<file path="src/clock_gen_params.svh">
// Constants of the clock source sequencer and the prescaler.
// Assumes clk is the selected system clock, running at the rate named below.
// Operation
// - Peripheral clock is the selected system clock divided in a prescaler.
// - CPU clock divides the peripheral clock further, never the system clock.
// - Peripheral divider codes 00/01/10 give /1, /2, /4; software never writes 11.
// - System clock source is taken from the configuration value read after reset.
// - Fast internal oscillator source starts the CPU with no settling wait.
// - Fast internal oscillator source frees both oscillator pins as port pins.
// - Crystal source dedicates both oscillator pins to the resonator.
// - External clock enters on the input pin; output pin becomes a port pin.
// - After power-on, stay stopped about 277 us, then read configuration, select clock.
// - Crystal start brings up the fast internal clock before reading configuration.
// - Crystal clock reaches the CPU only after a configuration-chosen settling wait.
// - Settling on stop-mode exit uses the software selection, not the configuration.
// - Slow internal oscillator always starts when reset is released.
// - If allowed, the software stop bit starts or stops the slow oscillator.
// - If stopping is forbidden, slow oscillator runs and feeds the watchdog.
// - Stop bit gates watchdog and timer per run/standby table; locked watchdog always runs.
// - Slow oscillator runs independently of the CPU clock.
// - Reset loads both CPU and peripheral divider registers with 02H.
// - CPU clock is the system clock /1, /2, /4, /8 or /16 only.
// - Slow oscillator mode register resets to 00H; bit 0 set stops it.
// - Wake settling codes 00..11 give 2^10, 2^12, 2^15, 2^17 system clocks.
`ifndef CLOCK_GEN_PARAMS_SVH
`define CLOCK_GEN_PARAMS_SVH

// Clock rate and power-on hold
`define CG_CLK_KHZ            40000
`define CG_OP_STOP_MIN_US     277
`define CG_OP_STOP_CYCLES     ((`CG_OP_STOP_MIN_US * `CG_CLK_KHZ + 999) / 1000)
`define CG_HS_START_CYCLES    16

// Settling waits as powers of two of system clock cycles
`define CG_SETTLE_LOG2_0      10
`define CG_SETTLE_LOG2_1      12
`define CG_SETTLE_LOG2_2      15
`define CG_SETTLE_LOG2_3      17
`define CG_CNT_W              18

// Register reset values and writable masks
`define CG_RST_CPU_DIV        8'h02
`define CG_RST_PER_DIV        8'h02
`define CG_RST_SLOW_MODE      8'h00
`define CG_RST_SETTLE         8'h00
`define CG_MASK_CPU_DIV       8'h02
`define CG_MASK_PER_DIV       8'h03
`define CG_MASK_SLOW_MODE     8'h01
`define CG_MASK_SETTLE        8'h03

// Field positions
`define CG_CPU_DIV_BIT        1
`define CG_PER_DIV_HI         1
`define CG_PER_DIV_LO         0
`define CG_SLOW_STOP_BIT      0
`define CG_SETTLE_HI          1
`define CG_SETTLE_LO          0

// Divider stage ratio codes
`define CG_RATIO_DIV1         2'h0
`define CG_RATIO_DIV2         2'h1
`define CG_RATIO_DIV4         2'h2
`define CG_RATIO_BAD          2'h3

// Configuration source codes
`define CG_OPT_SRC_HS         2'h0
`define CG_OPT_SRC_XTAL       2'h1
`define CG_OPT_SRC_EXT        2'h2

`endif

</file>
<file path="src/clock_gen_pkg.sv">
// Types shared by the clock source sequencer and its divider stages.
// Assumes the constants header is compiled alongside.
package clock_gen_pkg;

	typedef enum logic [1:0] {SRC_HS_INT, SRC_XTAL, SRC_EXT} clk_src_type;

	typedef enum {ST_POR_WAIT, ST_HS_START, ST_READ_OPT, ST_XTAL_SETTLE,
		ST_RUN, ST_STOP, ST_WAKE_SETTLE} seq_state_type;

endpackage

</file>
<file path="src/div_link_if.sv">
// Link between the sequencer and one divider stage.
// Assumes both ends run on the same system clock.
`timescale 1ns/1ps
`default_nettype none

interface div_link_if;
	logic       run;
	logic       in_tick;
	logic [1:0] code;
	logic       out_tick;
	logic       out_clk;

	modport stage (input run, input in_tick, input code, output out_tick, output out_clk);
	modport user  (output run, output in_tick, output code, input out_tick, input out_clk);
endinterface

`default_nettype wire

</file>
<file path="src/clock_divider_stage.sv">
// One divide-by-1/2/4 stage counting input ticks.
// Assumes in_tick is a one-cycle enable on clk and code is a ratio code.
`timescale 1ns/1ps
`default_nettype none
`include "clock_gen_params.svh"

module clock_divider_stage
	import clock_gen_pkg::*;
(
	input  wire logic clk,
	input  wire logic rst,
	div_link_if.stage lnk
);

	logic [1:0] cnt_r, cnt_nxt;
	logic [1:0] code_r, code_nxt;
	logic       tick_r, tick_nxt;
	logic       lvl_r, lvl_nxt;
	logic [1:0] last;
	logic [1:0] safe_code;
	logic [1:0] half;

	////////////////////////////////////////////////////////////////////////
	// Next count, ratio and phase
	always_comb
	begin
		// Illegal code falls back to the slowest ratio, never a short phase
		safe_code = (lnk.code == `CG_RATIO_BAD) ? `CG_RATIO_DIV4 : lnk.code;
		last = 2'h0;
		cnt_nxt = cnt_r;
		code_nxt = code_r;
		tick_nxt = 1'b0;
		if (code_r == `CG_RATIO_DIV2)
			last = 2'h1;
		else if (code_r == `CG_RATIO_DIV4)
			last = 2'h3;
		if (!lnk.run)
		begin
			cnt_nxt = 2'h0;
			code_nxt = safe_code;
		end
		else if (lnk.in_tick)
		begin
			if (cnt_r == last)
			begin
				cnt_nxt = 2'h0;
				tick_nxt = 1'b1;
				code_nxt = safe_code;
			end
			else
				cnt_nxt = cnt_r + 2'h1;
		end
		half = (code_nxt == `CG_RATIO_DIV4) ? 2'h2 : 2'h1;
		// Level is high in the first half; at /1 it simply stays high
		lvl_nxt = lnk.run & ((code_nxt == `CG_RATIO_DIV1) | (cnt_nxt < half));
	end

	// Stage registers
	always_ff @(posedge clk)
	begin
		if (rst)
		begin
			cnt_r  <= 2'h0;
			code_r <= `CG_RATIO_DIV4;
			tick_r <= 1'b0;
			lvl_r  <= 1'b0;
		end
		else
		begin
			cnt_r  <= cnt_nxt;
			code_r <= code_nxt;
			tick_r <= tick_nxt;
			lvl_r  <= lvl_nxt;
		end
	end

	assign lnk.out_tick = tick_r;
	assign lnk.out_clk  = lvl_r;

endmodule

`default_nettype wire

</file>
<file path="src/system_clock_source_and_prescaler.sv">
// Clock source sequencer, prescaler and slow oscillator control.
// Assumes clk is the system clock; option inputs are stable after reset,
// and register writes are single-cycle strobes with data on the same edge.
`timescale 1ns/1ps
`default_nettype none
`include "clock_gen_params.svh"

module system_clock_source_and_prescaler
	import clock_gen_pkg::*;
#(
	parameter int unsigned OP_STOP_CYCLES = `CG_OP_STOP_CYCLES,
	parameter int unsigned SETTLE_CYC_0   = (1 << `CG_SETTLE_LOG2_0),
	parameter int unsigned SETTLE_CYC_1   = (1 << `CG_SETTLE_LOG2_1),
	parameter int unsigned SETTLE_CYC_2   = (1 << `CG_SETTLE_LOG2_2),
	parameter int unsigned SETTLE_CYC_3   = (1 << `CG_SETTLE_LOG2_3)
)
(
	input  wire logic        clk,
	input  wire logic        rst,
	input  wire logic [1:0]  opt_clk_src,
	input  wire logic        opt_slow_osc_locked,
	input  wire logic [1:0]  opt_xtal_settle,
	input  wire logic        stop_req,
	input  wire logic        wake_req,
	input  wire logic        cpu_halt,
	input  wire logic        cpu_div_wr,
	input  wire logic [7:0]  cpu_div_wdata,
	input  wire logic        periph_div_wr,
	input  wire logic [7:0]  periph_div_wdata,
	input  wire logic        slow_mode_wr,
	input  wire logic [7:0]  slow_mode_wdata,
	input  wire logic        settle_sel_wr,
	input  wire logic [7:0]  settle_sel_wdata,
	output logic [7:0]       cpu_divider_select,
	output logic [7:0]       peripheral_divider_select,
	output logic [7:0]       slow_osc_mode_reg,
	output logic [7:0]       wake_settle_select,
	output clk_src_type      sys_clk_src,
	output logic             cpu_released,
	output logic             seq_busy,
	output logic             hs_osc_enable,
	output logic             xtal_osc_enable,
	output logic             osc_in_is_port,
	output logic             osc_out_is_port,
	output logic             osc_in_is_clock,
	output logic             periph_tick,
	output logic             periph_clk,
	output logic             cpu_tick,
	output logic             cpu_clk,
	output logic             slow_osc_enable,
	output logic             watchdog_unit_run,
	output logic             aux_eight_bit_timer_run,
	output logic             watchdog_src_forced_slow
);

	localparam int CNT_W = `CG_CNT_W;

	////////////////////////////////////////////////////////////////////////
	// Declarations
	seq_state_type     state_r, state_nxt;
	logic [CNT_W-1:0]  wait_r, wait_nxt;
	clk_src_type       src_r, src_nxt;
	logic              lock_r, lock_nxt;
	logic              opt_valid_r, opt_valid_nxt;
	logic [7:0]        cpu_div_r, cpu_div_nxt;
	logic [7:0]        per_div_r, per_div_nxt;
	logic [7:0]        slow_mode_r, slow_mode_nxt;
	logic [7:0]        settle_r, settle_nxt;
	logic              released_r, released_nxt;
	logic              busy_r, busy_nxt;
	logic              hs_en_r, hs_en_nxt;
	logic              xtal_en_r, xtal_en_nxt;
	logic              in_port_r, in_port_nxt;
	logic              out_port_r, out_port_nxt;
	logic              in_clk_r, in_clk_nxt;
	logic              slow_en_r, slow_en_nxt;
	logic              wdt_run_r, wdt_run_nxt;
	logic              tmr_run_r, tmr_run_nxt;
	logic              wdt_forced_r, wdt_forced_nxt;
	logic              standby;
	logic              stop_bit;
	logic              locked_now;

	div_link_if per_lnk ();
	div_link_if cpu_lnk ();

	////////////////////////////////////////////////////////////////////////
	// settle code table; the counter loads one less than the length
	function automatic logic [CNT_W-1:0] settle_len(input logic [1:0] code);
		logic [CNT_W-1:0] len;
		len = CNT_W'(SETTLE_CYC_0);
		unique case (code)
			2'h0: len = CNT_W'(SETTLE_CYC_0);
			2'h1: len = CNT_W'(SETTLE_CYC_1);
			2'h2: len = CNT_W'(SETTLE_CYC_2);
			2'h3: len = CNT_W'(SETTLE_CYC_3);
		endcase
		return len - CNT_W'(1);
	endfunction

	////////////////////////////////////////////////////////////////////////
	// Start-up and stop sequencer
	always_comb
	begin
		state_nxt = state_r;
		wait_nxt = wait_r;
		src_nxt = src_r;
		lock_nxt = lock_r;
		opt_valid_nxt = opt_valid_r;
		unique case (state_r)
			ST_POR_WAIT:
			begin
				if (wait_r == '0)
				begin
					state_nxt = ST_HS_START;
					wait_nxt = CNT_W'(`CG_HS_START_CYCLES - 1);
				end
				else
					wait_nxt = wait_r - CNT_W'(1);
			end
			ST_HS_START:
			begin
				if (wait_r == '0)
					state_nxt = ST_READ_OPT;
				else
					wait_nxt = wait_r - CNT_W'(1);
			end
			ST_READ_OPT:
			begin
				opt_valid_nxt = 1'b1;
				lock_nxt = opt_slow_osc_locked;
				if (opt_clk_src == `CG_OPT_SRC_XTAL)
				begin
					src_nxt = SRC_XTAL;
					state_nxt = ST_XTAL_SETTLE;
					wait_nxt = settle_len(opt_xtal_settle);
				end
				else
				begin
					src_nxt = (opt_clk_src == `CG_OPT_SRC_EXT) ? SRC_EXT : SRC_HS_INT;
					state_nxt = ST_RUN;
				end
			end
			ST_XTAL_SETTLE, ST_WAKE_SETTLE:
			begin
				if (wait_r == '0)
					state_nxt = ST_RUN;
				else
					wait_nxt = wait_r - CNT_W'(1);
			end
			ST_RUN:
			begin
				if (stop_req)
					state_nxt = ST_STOP;
			end
			ST_STOP:
			begin
				if (wake_req && (src_r == SRC_XTAL))
				begin
					state_nxt = ST_WAKE_SETTLE;
					wait_nxt = settle_len(settle_r[`CG_SETTLE_HI:`CG_SETTLE_LO]);
				end
				else if (wake_req)
					state_nxt = ST_RUN;
			end
		endcase
	end

	// Sequencer registers; the option value is caught after release, not at reset
	always_ff @(posedge clk)
	begin
		if (rst)
		begin
			state_r     <= ST_POR_WAIT;
			wait_r      <= CNT_W'(OP_STOP_CYCLES - 1);
			src_r       <= SRC_HS_INT;
			lock_r      <= 1'b0;
			opt_valid_r <= 1'b0;
		end
		else
		begin
			state_r     <= state_nxt;
			wait_r      <= wait_nxt;
			src_r       <= src_nxt;
			lock_r      <= lock_nxt;
			opt_valid_r <= opt_valid_nxt;
		end
	end

	////////////////////////////////////////////////////////////////////////
	// Software registers; unused bits always read as zero
	always_comb
	begin
		cpu_div_nxt = cpu_div_r;
		per_div_nxt = per_div_r;
		slow_mode_nxt = slow_mode_r;
		settle_nxt = settle_r;
		if (cpu_div_wr)
			cpu_div_nxt = cpu_div_wdata & `CG_MASK_CPU_DIV;
		if (periph_div_wr)
			per_div_nxt = periph_div_wdata & `CG_MASK_PER_DIV;
		if (slow_mode_wr)
			slow_mode_nxt = slow_mode_wdata & `CG_MASK_SLOW_MODE;
		if (settle_sel_wr)
			settle_nxt = settle_sel_wdata & `CG_MASK_SETTLE;
	end

	// Register file
	always_ff @(posedge clk)
	begin
		if (rst)
		begin
			cpu_div_r   <= `CG_RST_CPU_DIV;
			per_div_r   <= `CG_RST_PER_DIV;
			slow_mode_r <= `CG_RST_SLOW_MODE;
			settle_r    <= `CG_RST_SETTLE;
		end
		else
		begin
			cpu_div_r   <= cpu_div_nxt;
			per_div_r   <= per_div_nxt;
			slow_mode_r <= slow_mode_nxt;
			settle_r    <= settle_nxt;
		end
	end

	////////////////////////////////////////////////////////////////////////
	// Prescaler: system clock to peripheral clock, then to CPU clock
	// peripheral divide
	assign per_lnk.run     = (state_r == ST_RUN);
	assign per_lnk.in_tick = 1'b1;
	assign per_lnk.code    = per_div_r[`CG_PER_DIV_HI:`CG_PER_DIV_LO];
	assign cpu_lnk.run     = (state_r == ST_RUN);
	assign cpu_lnk.in_tick = per_lnk.out_tick;
	// CPU stage is /1 or /4 of the peripheral clock
	assign cpu_lnk.code    = cpu_div_r[`CG_CPU_DIV_BIT] ? `CG_RATIO_DIV4 : `CG_RATIO_DIV1;

	// Peripheral stage
	clock_divider_stage u_per_stage
	(
		.clk (clk),
		.rst (rst),
		.lnk (per_lnk)
	);

	// CPU stage; one cycle behind the peripheral stage by construction
	clock_divider_stage u_cpu_stage
	(
		.clk (clk),
		.rst (rst),
		.lnk (cpu_lnk)
	);

	assign periph_tick = per_lnk.out_tick;
	assign periph_clk  = per_lnk.out_clk;
	assign cpu_tick    = cpu_lnk.out_tick;
	assign cpu_clk     = cpu_lnk.out_clk;

	////////////////////////////////////////////////////////////////////////
	// Oscillator, pin and slow clock controls
	always_comb
	begin
		standby = (state_r == ST_STOP) | cpu_halt;
		stop_bit = slow_mode_r[`CG_SLOW_STOP_BIT];
		// Before the option value is read the oscillator must not be stoppable
		locked_now = lock_r | ~opt_valid_r;
		released_nxt = (state_nxt == ST_RUN);
		busy_nxt = (state_nxt != ST_RUN) & (state_nxt != ST_STOP);
		hs_en_nxt = (state_nxt == ST_POR_WAIT) | (state_nxt == ST_HS_START) |
			(state_nxt == ST_READ_OPT) | ((src_nxt == SRC_HS_INT) & (state_nxt != ST_STOP));
		xtal_en_nxt = (src_nxt == SRC_XTAL) & opt_valid_nxt & (state_nxt != ST_STOP);
		in_port_nxt = 1'b0;
		out_port_nxt = 1'b0;
		in_clk_nxt = 1'b0;
		if (opt_valid_nxt)
		begin
			unique case (src_nxt)
				SRC_HS_INT:
				begin
					in_port_nxt = 1'b1;
					out_port_nxt = 1'b1;
				end
				SRC_XTAL:
				begin
					in_port_nxt = 1'b0;
					out_port_nxt = 1'b0;
				end
				SRC_EXT:
				begin
					in_clk_nxt = 1'b1;
					out_port_nxt = 1'b1;
				end
			endcase
		end
		slow_en_nxt = locked_now | ~stop_bit;
		wdt_forced_nxt = locked_now;
		wdt_run_nxt = locked_now | (~stop_bit & ~standby);
		tmr_run_nxt = locked_now | ~stop_bit;
	end

	// Status flip-flops
	always_ff @(posedge clk)
	begin
		if (rst)
		begin
			released_r   <= 1'b0;
			busy_r       <= 1'b1;
			hs_en_r      <= 1'b1;
			xtal_en_r    <= 1'b0;
			in_port_r    <= 1'b0;
			out_port_r   <= 1'b0;
			in_clk_r     <= 1'b0;
			slow_en_r    <= 1'b1;
			wdt_run_r    <= 1'b1;
			tmr_run_r    <= 1'b1;
			wdt_forced_r <= 1'b1;
		end
		else
		begin
			released_r   <= released_nxt;
			busy_r       <= busy_nxt;
			hs_en_r      <= hs_en_nxt;
			xtal_en_r    <= xtal_en_nxt;
			in_port_r    <= in_port_nxt;
			out_port_r   <= out_port_nxt;
			in_clk_r     <= in_clk_nxt;
			slow_en_r    <= slow_en_nxt;
			wdt_run_r    <= wdt_run_nxt;
			tmr_run_r    <= tmr_run_nxt;
			wdt_forced_r <= wdt_forced_nxt;
		end
	end

	////////////////////////////////////////////////////////////////////////
	// Output drive
	assign cpu_divider_select        = cpu_div_r;
	assign peripheral_divider_select = per_div_r;
	assign slow_osc_mode_reg         = slow_mode_r;
	assign wake_settle_select        = settle_r;
	assign sys_clk_src               = src_r;
	assign cpu_released              = released_r;
	assign seq_busy                  = busy_r;
	assign hs_osc_enable             = hs_en_r;
	assign xtal_osc_enable           = xtal_en_r;
	assign osc_in_is_port            = in_port_r;
	assign osc_out_is_port           = out_port_r;
	assign osc_in_is_clock           = in_clk_r;
	assign slow_osc_enable           = slow_en_r;
	assign watchdog_unit_run         = wdt_run_r;
	assign aux_eight_bit_timer_run   = tmr_run_r;
	assign watchdog_src_forced_slow  = wdt_forced_r;

endmodule

`default_nettype wire

</file>
<file path="config.mk">
export PLATFORM = sky130hd
export DESIGN_NAME = system_clock_source_and_prescaler
export DESIGN_NICKNAME = d
export VERILOG_FILES = /design/src/clock_gen_pkg.sv /design/src/div_link_if.sv /design/src/clock_divider_stage.sv /design/src/system_clock_source_and_prescaler.sv
export VERILOG_INCLUDE_DIRS = /design/src /design/src/src
export SDC_FILE = /design/constraint.sdc
export NUM_CORES = 1
export LEC_CHECK = 0
export BUFFER_PORTS_ARGS = -buffer_cell sky130_fd_sc_hd__clkbuf_2
export CAP_MARGIN = 20
export CORE_UTILIZATION = 58
export DETAILED_ROUTE_END_ITERATION = 7
export PLACE_DENSITY = 0.85
export REMOVE_ABC_BUFFERS = 1
export SYNTH_ARGS = -nofsm -noshare
export SYNTH_HDL_FRONTEND = slang
export SYNTH_HIERARCHICAL = 1
export SYNTH_SLANG_ARGS = --single-unit
</file>
<file path="constraint.sdc">
create_clock -name clk -period 8.49 [get_ports clk]
set_clock_uncertainty 0.1 [all_clocks]
set_input_delay 1.2735 -clock clk [delete_from_list [all_inputs] [get_ports clk]]
set_output_delay 1.2735 -clock clk [all_outputs]
set_load 0.02 [all_outputs]
</file>
==> results of run 1 <==
[placed cells by master, fill, tap and decap left out, drive strengths merged, types with 6 or more instances in the layout]
cell,n
inv,23
nand3,8
mux2i,15
xor2,7
clkbuf,51
conb,32
nand2,30
ha,7
a32oi,7
and2,32
dfxtp,82
o211ai,6
o22ai,7
nor4,12
a21oi,27
o21ai,12
nor2,37
o32ai,6
nor3,14
[through the flow]
| step | setup slack, ns | instances | hold WS, ns |
|---|---|---|---|
| after floorplan | 5.41 | 441 | 0.330 |
| after global placement | 4.83 | 580 | 0.295 |
| after detailed placement | 4.74 | 580 | 0.305 |
| after CTS | 4.69 | 596 | 0.322 |
| after global routing | 4.31 | 597 | 0.339 |
| final | 4.57 | 597 | 0.314 |
[final timing paths]
kind                        start                 endpoint  slack (ns)
max reg2reg           state_r[12]  u_per_stage/lnk.out_clk        4.57
max                   state_r[12]  u_per_stage/lnk.out_clk        4.57
min reg2reg  slow_osc_mode_reg[0]  aux_eight_bit_timer_run        0.31
min          slow_osc_mode_reg[0]  aux_eight_bit_timer_run        0.31
[routing by layer]
layer / global-route usage [%] / up-vias
met5: 0 / -
li1: - / 1668
met3: 6.06 / 11
met4: 10.2 / 0
met1: 29.7 / 1612
met2: 37.6 / 146
[power breakdown]
part / switching (W) / total [W] / internal [W]
Combinational: 0.0000328 / 0.0000486 / 0.0000158
Clock: 0.000148 / 0.000256 / 0.000108
Sequential: 0.00000494 / 0.000393 / 0.000388
Total: 0.000186 / 0.000698 / 0.000512
[logic make-up (layout without fill, tap and decap cells)]
logic type	Yosys count	after routing	synth area share, %
DFF	82	82	40.4
xor gates and xnor gates	10	10	2.15
buffers and inverters	68	82	9.02
and+or+nand+nor	169	169	23.7
adders and majority gates	7	7	2.15
other	2	32	0.185
AOI/OAI and AO/OA	103	103	18.5
muxes	16	16	3.97
[layout make-up]
type,count,area (um^2),share of cell area (%)
clock buffers,9,124,2.81
clock inverters,7,53.8,1.22
inverters,22,82.6,1.87
multi-input cells,337,2170,49.2
flip-flops and latches,82,1640,37.2
well taps,96,120,2.72
repair buffers,44,223,5.04
==> impl_results.md, run 1 <==
- Worst Hold Class: reg -> reg
- CP Buf/Inv Count: 1
- Netlist cell types: 68
- Max reg flops: 32
- CP Depth: 11
- Met3 WL: 522 um
- Area growth from synthesis to layout: 8.58%
- Met2 Wirelength: 3890 um
- Grt ovf: 0
- Worst-case clock buffer depth: 2
- Pins over their slew limit: 0
- Clk sink count: 82
- Die area: roughly 7300 um^2
- Peak Freq: about 260 MHz
- Arrival time at the worst endpoint: slightly above 4 ns
- CTS Hold Buffers Added: 0
- Syn Inst Count: 457
- Util after Layout: 65.0%
- DRC Markers: 0
- Yosys top cell area share: 40.4%
- Setup violators final: 0
- M1 WL: around 3800 um
- Worst setup EP type: flop
- Critical Path Start Type: flop
- Ant. Diodes: 0
- FFs w/ async S/R, synth: 0%
- Hold Path Cell Cnt: 1
- Std cell rows: 30
- Placed instance area: ~4200 um^2
- Post-Syn Area: just over 4000 um^2
- Max-slew headroom: 25.6%
- Final HPWL DP: between 5000 and 6000 um
- Clk_lat worst skew: 0.35 ns
- Net count, final: 549
- Max Fanout on Critical Path: 9
- Slowest stage delay, CP: 0.76 ns
- Post-CTS Setup Repair Bufs: 0
- Status: completed
- Largest net degree at the start of global routing: 42
- Synth warn: 6
- Initial core utilization: between 50% and 60%
- Final ANT Viol Nets: 0
- FILL cells: 562
- Area of the core: 6790 um^2
- Initial DRC count: ~290
- CTS tree: built
- Tcrit/Tclk final: a little under half
- Clock-pin transition on the worst setup and hold timing paths: 0.09 ns
- Leak: 1.78 nW
- Most instantiated library cell after synthesis: dfxtp_1
- Number of global-route vias before repair: roughly 3200
- List of most frequent post-synthesis cells: 82 x dfxtp_1, 36 x nor2_1, 32 x and2_1, 30 x nand2_1
- Post-route cell area: 4420 um^2
- Mean routed wirelength per cell: 13.9 um
- Synth area leader: dfxtp_1
- H-tree depth: 3
- Drt total wl: roughly 8300 um
- Min Clock Period, post-route: between 3 and 4 ns
- Hold Violations, Final: 0
- Required @ worst endpoint: 8.68 ns
- Number of synthesized flops with an enable pin: 0
- Kind of cell adding the most delay to the critical path: simple AND/OR/NAND/NOR gates
- Synthesized area per cell: 8.90 um^2
- IO Pins: between 90 and 100
- Pwr/cell area: 158 nW/um^2
- Max Cap Violations: 0
- Pre-Repair DR Iteration Count: 7
- Cell chain of the critical path: nor4_1, nand4_1, or2_1, nor3_1, inv_1, a31o_2, a32oi_1, ha_1, o22ai_1, mux2i_1, o2bb2ai_1
- Post-CTS Resized: 0
- Initial antenna violation count: 0
- VDD IR max: 0.0693 mV
- Synth top area cells: dfxtp_1 40%, buf_4 5.0%, and2_1 4.9%
- Setup TNS Final: 0 ns
- Routed vias: 3437
- Sequential share of the synthesized area: between 40% and 50%
- Root Driver: clkbuf_8
- Highest metal used: met4
- Crit path kind: reg -> reg
- Vias per Instance: between 5 and 6
- Gr usage total: 23.4%
- Synth Flop Type: dfxtp_1
- Unrepaired setup endpoints after global routing: false
- GPL Wtd Cong: 0.874
- Largest Register: state_r
- First-pass GRT wire length: 13800 um
- Cts bufs inserted: 9
- Die Y: 85.7 um
- Reg2reg path depth: 11
- Total power: 0.000698 W
- Share of layout cells above drive strength 1: about 16%
- Port bufs: 42
- Tightest Pin Transition: 1.11 ns
- Chip width: ~86 um
- Critical path's slowest cell: nor3_1
- Synthesized flop and latch total: 82
- Biggest regs: state_r x32, wait_r x18
(Power assumes the default switching activity.)
==> run 2, diff against run 1 <==
--- a/config.mk
+++ b/config.mk
@@ -6,11 +6,12 @@
 export SDC_FILE = /design/constraint.sdc
 export NUM_CORES = 1
 export LEC_CHECK = 0
+export ABC_AREA = 1
 export BUFFER_PORTS_ARGS = -buffer_cell sky130_fd_sc_hd__clkbuf_2
 export CAP_MARGIN = 20
-export CORE_UTILIZATION = 58
+export CORE_UTILIZATION = 50
 export DETAILED_ROUTE_END_ITERATION = 7
-export PLACE_DENSITY = 0.85
+export PLACE_DENSITY = 0.77
 export REMOVE_ABC_BUFFERS = 1
 export SYNTH_ARGS = -nofsm -noshare
 export SYNTH_HDL_FRONTEND = slang
==> constraint.sdc (replaced) <==
create_clock -name clk -period 3.2 [get_ports clk]
set_clock_uncertainty 0.1 [all_clocks]
set_input_delay 0.48 -clock clk [delete_from_list [all_inputs] [get_ports clk]]
set_output_delay 0.48 -clock clk [all_outputs]
set_load 0.02 [all_outputs]
==> impl_results.md, run 2 <==
- Total power: 0.00225 W (+220%)
- Synth area leader: dfxtp_1
- Worst-case clock buffer depth: 2 (unchanged)
- Layout Cells excl Fill: 808 (+35%)
- Most instantiated library cell after synthesis: nand2_1
- Pins over their slew limit: 0 (unchanged)
- Number of synthesized flops with an enable pin: 0 (unchanged)
- Share of layout cells above drive strength 1: 15.3% (-0.28 points)
- Synthesized area per cell: 6.86 um^2 (-23%)
- Mean routed wirelength per cell: 11.3 um (-19%)
- WHS: 0.208 ns (-0.106 ns)
- Util after Layout: 55.9% (-9.1 points)
- Combinational share of power: 15.6% (+8.6 points)
- Arrival time at the worst endpoint: 2.86 ns (-1.25 ns)
- Clk sink count: 82 (unchanged)
- Gr usage total: 20.3% (-3.1 points)
- Net count, final: 749 (+36%)
- Vias per Instance: 4.99 (-13%)
- Hold Violations, Final: 0 (unchanged)
- Required @ worst endpoint: 3.35 ns (-5.33 ns)
- Critical Path Start Type: flop
- Initial DRC count: 191 (-34%)
- Placed cells: 793 (+37%)
- Tcrit/Tclk final: 84.6% (+38 points)
- Initial core utilization: 51.6% (-8.2 points)
- Setup violators final: 0 (unchanged)
- Sequential Power Share: 49.0% (-7.3 points)
- Std cell rows: 34 (+13%)
- P_sw: 0.000637 W (+240%)
- Leak: 2.33 nW (+31%)
- Kind of cell adding the most delay to the critical path: simple AND/OR/NAND/NOR gates
- Clk_lat worst skew: 0.36 ns (about the same)
- VDD IR max: 0.318 mV (+360%)
- Min Clock Period, post-route: 2.71 ns (-1.22 ns)
- H-tree depth: 3 (unchanged)
- CP Buf/Inv Count: 2 (+1)
- Largest Register: state_r
- Routed vias: 4030 (+17%)
- Die area: 9390 um^2 (+28%)
- Setup TNS Final: 0 ns (unchanged)
- Pwr/cell area: 462 nW/um^2 (+190%)
- Grt ovf: 0 (unchanged)
- Crit path kind: reg -> reg
- Area of the core: 8720 um^2 (+28%)
- Max Cap Violations: 0 (unchanged)
- Critical path's slowest cell: dfxtp_1
- Internal power: 0.00162 W (+220%)
- Largest net degree at the start of global routing: 51 (+21%)
- Cts bufs inserted: 9 (unchanged)
- Chip width: 96.9 um (+13%)
- Post-CTS Setup Repair Bufs: 0 (unchanged)
- Peak Freq: 370 MHz (+45%)
- Initial antenna violation count: 0 (unchanged)
- Cell chain of the critical path: nand2_1, nor2_1, nand3_4, nor2_2, nand2_1, o21ai_1, inv_1, ha_1, ha_1, inv_1, nand2_1, nand3_1, nand2_1, nor2_1, nor2_1
- Synth top area cells: dfxtp_1 36%, nand2_1 11%, nor2_1 9.0%
- FILL cells: 811 (+44%)
- Ant. Diodes: 0 (unchanged)
- Max-slew headroom: 42.0% (+16 points)
- GPL Wtd Cong: 0.878 (+0.41%)
- Synth warn: 6 (unchanged)
- Biggest regs: state_r x32, wait_r x18
- Max Fanout on Critical Path: 12 (+3)
- Clock-pin transition on the worst setup and hold timing paths: 0.08 ns (about the same)
- IO Pins: 95 (unchanged)
- Unrepaired setup endpoints after global routing: false
- Die Y: 96.9 um (+13%)
- Switching part of the total: 28.3% (+1.7 points)
- Yosys top cell area share: 36.5% (-3.9 points)
- DRC Markers: 0 (unchanged)
- Post-Syn Area: 4500 um^2 (+11%)
- Max reg flops: 32 (unchanged)
- Drt total wl: 9100 um (+9.6%)
- Area growth from synthesis to layout: 8.28%
- Clk network pwr share: 35.4% (-1.3 points)
- CTS tree: built
- Worst Hold Class: in -> reg
- Port bufs: 42 (unchanged)
- Final ANT Viol Nets: 0 (unchanged)
- CTS Hold Buffers Added: 0 (unchanged)
- List of most frequent post-synthesis cells: 137 x nand2_1, 108 x nor2_1, 82 x dfxtp_1, 77 x inv_1, 38 x nand3_1
- Syn Inst Count: 656 (+44%)
- FFs w/ async S/R, synth: 0% (unchanged)
- Final HPWL DP: 6490 um (+17%)
- Root Driver: clkbuf_8
- Synthesized flop and latch total: 82 (unchanged)
- Most frequent cells in the layout: 137 x nand2_1, 108 x nor2_1, 82 x dfxtp_1, 77 x inv_1, 42 x clkbuf_2
- CP most frequent cell: nand2_1
- Post-CTS Resized: 0 (unchanged)
- Tightest Pin Transition: 0.870 ns (-0.238 ns)
- Pre-Repair DR Iteration Count: 5 (-2)
- First-pass GRT wire length: 16000 um (+16%)
- Slowest stage delay, CP: 0.52 ns (-0.24 ns)
- Status: completed
- Number of global-route vias before repair: 3844 (+22%)
- Synth Flop Type: dfxtp_1
- Sequential share of the synthesized area: 36.5% (-3.9 points)
- Netlist cell types: 43 (-37%)
- Most common library cell in the layout ignoring fill and taps: nand2_1
- R2R setup slack: 0.49 ns (-4.07 ns)
- Worst setup EP type: flop
-- run 2: cell types whose count changed in the layout (fill, tap and decap cells not counted), sizes merged, moves of 7 or more --
cell and delta:
nand3 +34, nand4 +7, a32oi -7, and2 -32, o21ai +31, mux2i -15
nand2 +120, nor4 -10, nor2 +87, inv +60
-- run 2: worst paths after layout --
check                             from                       to  depth (start not counted)
hold / removal              cpu_div_wr    cpu_divider_select[1]                          2
setup reg to reg            state_r[0]               wait_r[17]                         15
setup / recovery            state_r[0]               wait_r[17]                         15
hold reg to reg   slow_osc_mode_reg[0]  aux_eight_bit_timer_run                          1
-- run 2: worst register-to-register path, stage by stage (launching register included) --
cell and delay [ns]:
dfxtp_1 0.52, nand2_1 0.12, nor2_1 0.22, nand3_4 0.12, nor2_2 0.38, nand2_1 0.13, o21ai_1 0.14, inv_1 0.07
ha_1 0.21, ha_1 0.22, inv_1 0.06, nand2_1 0.04, nand3_1 0.06, nand2_1 0.05, nor2_1 0.10, nor2_1 0.05
-- run 2: power groups by stage --
stage	logic, W	clock network (W)	registers (W)
final	0.000352	0.000797	0.00110
after global routing	0.000405	0.000857	0.00111
after CTS	0.000351	0.000815	0.00110
after detailed placement	0.000349	0	0.00113
after global placement	0.000340	0	0.00113
after floorplan	0.000257	0	0.00113
-- run 2: area by class of cell --
cell class | instances | area, um^2 | area share (%)
Sequential cell | 82 | 1640 | 33.7
Multi-Input combinational cell | 476 | 2350 | 48.2
Clock inverter | 5 | 80.1 | 1.64
Timing Repair Buffer | 44 | 225 | 4.62
Inverter | 83 | 314 | 6.44
Tap cell | 108 | 135 | 2.77
Clock buffer | 10 | 128 | 2.62
-- run 2: cells by family (layout without fill, tap and decap cells) --
kind of cell,after synthesis,count (layout),synth area share [%]
other cells,2,30,0.167
fa+ha+maj,7,7,1.94
buf+inv,126,142,13.6
flops,82,82,36.5
xor+xnor,14,14,2.72
simple gates,347,347,34.8
compound gates,78,78,10.2
-- run 2: per-stage QoR --
step | instance area (um^2) | worst slack [ns]
detailed placement | 4670 | 0.551
global placement | 4670 | 0.651
finish | 4880 | 0.494
global route | 4880 | 0.310
CTS | 4880 | 0.528
floorplan | 4310 | 0.925
-- run 2: per-layer routing --
layer	share of wire [%]	track usage, %
met2	49	36.4
met5	0	0
met3	4.3	4.99
met4	1.0	5.97
met1	46	23.7
==> run 3, diff against run 2 <==
==> constraint.sdc (replaced) <==
create_clock -name clk -period 2.3 [get_ports clk]
set_clock_uncertainty 0.1 [all_clocks]
set_input_delay 0.345 -clock clk [delete_from_list [all_inputs] [get_ports clk]]
set_output_delay 0.345 -clock clk [all_outputs]
set_load 0.02 [all_outputs]
==> impl_results.md, run 3 (synthesis results as in run 2) <==
- Multi-input gate area: 2430 um^2 (+3.5%)
- IO Pins: 95 (unchanged)
- Status: completed
- Max Cap Violations: 0 (unchanged)
- Net count, final: 779 (+4.0%)
- Pins over their slew limit: 0 (unchanged)
- Vias per Instance: 5.00 (+0.20%)
- Min-Delay Endpoint: slow_osc_mode_reg[0]
- FILL cells: 780 (-3.8%)
- Worst setup EP type: flop
- Total power: 0.00320 W (+42%)
- Unrepaired setup endpoints after global routing: true
- Pwr/cell area: 613 nW/um^2 (+33%)
- GPL Wtd Cong: 0.935 (+6.5%)
- CTS Hold Buffers Added: 0 (unchanged)
- Number of global-route vias before repair: 4018 (+4.5%)
- Final ANT Viol Nets: 0 (unchanged)
- Max Fanout on Critical Path: 6 (-6)
- Biggest regs: state_r x32, wait_r x18
- Cts bufs inserted: 9 (unchanged)
- Hold Path Cell Cnt: 2 (unchanged)
- Die area: 9390 um^2 (unchanged)
- Initial antenna violation count: 0 (unchanged)
- Tcrit/Tclk final: 96.2% (+12 points)
- CTS tree: built
- CP Buf/Inv Count: 3 (+1)
- Clk_lat worst skew: 0.35 ns (about the same)
- Most frequent cells in the layout: 132 x nand2_1, 102 x nor2_1, 79 x dfxtp_1, 76 x inv_1, 42 x clkbuf_2
- Mean routed wirelength per cell: 11.7 um (+3.7%)
- Std cell rows: 34 (unchanged)
- Min Clock Period, post-route: 2.21 ns (-0.494 ns)
- Clk sink count: 82 (unchanged)
- Most common library cell in the layout ignoring fill and taps: nand2_1
- Slowest stage delay, CP: 0.34 ns (-0.18 ns)
- Largest net degree at the start of global routing: 51 (unchanged)
- Gr usage total: 21.6% (+1.3 points)
- Routed vias: 4183 (+3.8%)
- Grt ovf: 0 (unchanged)
- Largest Register: state_r
- Initial core utilization: 51.6% (unchanged)
- Max-slew headroom: 47.3% (+5.4 points)
- Root Driver: clkbuf_8
- Hold Violations, Final: 0 (unchanged)
- Worst Hold Class: in -> reg
- Min-Delay Startpoint: slow_mode_wr
- Initial DRC count: 162 (-15%)
- Setup WS post-layout: 0.0880 ns (-0.406 ns)
- Kind of cell adding the most delay to the critical path: simple AND/OR/NAND/NOR gates
- Worst-case clock buffer depth: 2 (unchanged)
- Place WS: -0.0426 ns (-0.594 ns)
- Die Y: 96.9 um (unchanged)
- H-tree depth: 3 (unchanged)
- First-pass GRT wire length: 17000 um (+5.9%)
- VDD IR max: 0.364 mV (+14%)
- Util after Layout: 59.9% (+4.0 points)
- DRC Markers: 0 (unchanged)
- R2R Path End: wait_r[17]
- Area of the core: 8720 um^2 (unchanged)
- Max reg flops: 32 (unchanged)
- Required @ worst endpoint: 2.44 ns (-0.91 ns)
- Share of layout cells above drive strength 1: 21.7% (+6.4 points)
- Port bufs: 42 (unchanged)
- Cell chain of the critical path: inv_2, nand2_1, nor2_2, nand3_4, nor2_4, nand2_2, o21ai_2, inv_1, ha_2, ha_1, inv_1, nand2_1, nand3_1, nand2_1, nor2_1, nor2_1
- Setup violators final: 0 (unchanged)
- Critical Path Start Type: flop
- Tightest Pin Transition: 0.789 ns (-0.0805 ns)
- Crit path kind: reg -> reg
- Clock-pin transition on the worst setup and hold timing paths: 0.08 ns (about the same)
- Arrival time at the worst endpoint: 2.36 ns (-0.50 ns)
- Final HPWL DP: 7010 um (+8.0%)
- Peak Freq: 452 MHz (+22%)
- Register area: 1650 um^2 (+0.23%)
- Critical path's slowest cell: dfxtp_1
- Reg2reg start: state_r[1]
- CP most frequent cell: nand2_1
- R2R setup slack: 0.09 ns (-0.41 ns)
- Reg2reg path depth: 16 (+1)
- Chip width: 96.9 um (unchanged)
- Area growth from synthesis to layout: 16.1%
- Leak: 2.51 nW (+7.9%)
- Drt total wl: 9770 um (+7.4%)
- Ant. Diodes: 0 (unchanged)
- Pre-Repair DR Iteration Count: 6 (+1)
==> run 3: cell count changes in the layout (fill, tap and decap cells not counted), moves of 3 or more <==
cell	previous run	this run
dfxtp_2	0	3
dfxtp_1	82	79
nand2_1	137	132
nor2_1	108	102
buf_4	2	28
nor2_2	12	15
nand3_2	2	5
nor2_4	3	6
nand3_1	38	35
nand2_2	10	15
==> run 3: cell type report <==
cell class | instances | area share [%]
timing repair buffer | 74 | 9.24
tap | 108 | 2.58
clock buffer | 11 | 2.70
inverter | 83 | 6.20
clock inverter | 3 | 1.24
sequential | 82 | 31.5
multi-input combinational | 476 | 46.6
==> run 3: how the worst max path moves through the flow <==
stage	startpoint	to	slack, ns	depth (start not counted)
3_5_place_dp	state_r[22]	wait_r[17]	-0.04	16
6_report	state_r[1]	wait_r[17]	0.09	16
2_1_floorplan	state_r[14]	wait_r[17]	0.02	16
5_1_grt	state_r[1]	wait_r[17]	-0.09	16
3_3_place_gp	state_r[1]	wait_r[17]	0.006	16
4_1_cts	state_r[22]	wait_r[17]	0.04	16
==> run 3: metrics by stage <==
stage | area (um^2) | hold WS (ns) | TNS (ns) | instances
3_3_place_gp | 4850 | 0.311 | 0 | 816
6_report | 5230 | 0.0765 | 0 | 837
3_5_place_dp | 4850 | 0.321 | -0.0744 | 816
4_1_cts | 5060 | 0.0690 | 0 | 830
2_1_floorplan | 4310 | 0.307 | 0 | 641
5_1_grt | 5230 | 0.0761 | -0.316 | 837
==> run 3: per-layer routing <==
layer	part of all wire (%)	global-route usage [%]	routed length (um)
met3	4.2	4.84	408
met4	1.6	7.00	161
met1	45	25.6	4380
met5	0	0	0
met2	49	38.4	4820
==> run 3: repair_timing <==
action	4_1_cts	5_1_grt
pin swaps	0	7
endpoints found under the setup margin	2	21
gates resized for setup	1	32
gates cloned	0	1
hold endpoints to repair	0	0
buffers inserted	0	6
==> run 3: power by group <==
part	switching, W	internal (W)
Combinational	0.000351	0.000199
Clock	0.000491	0.000628
Sequential	0.0000541	0.00148
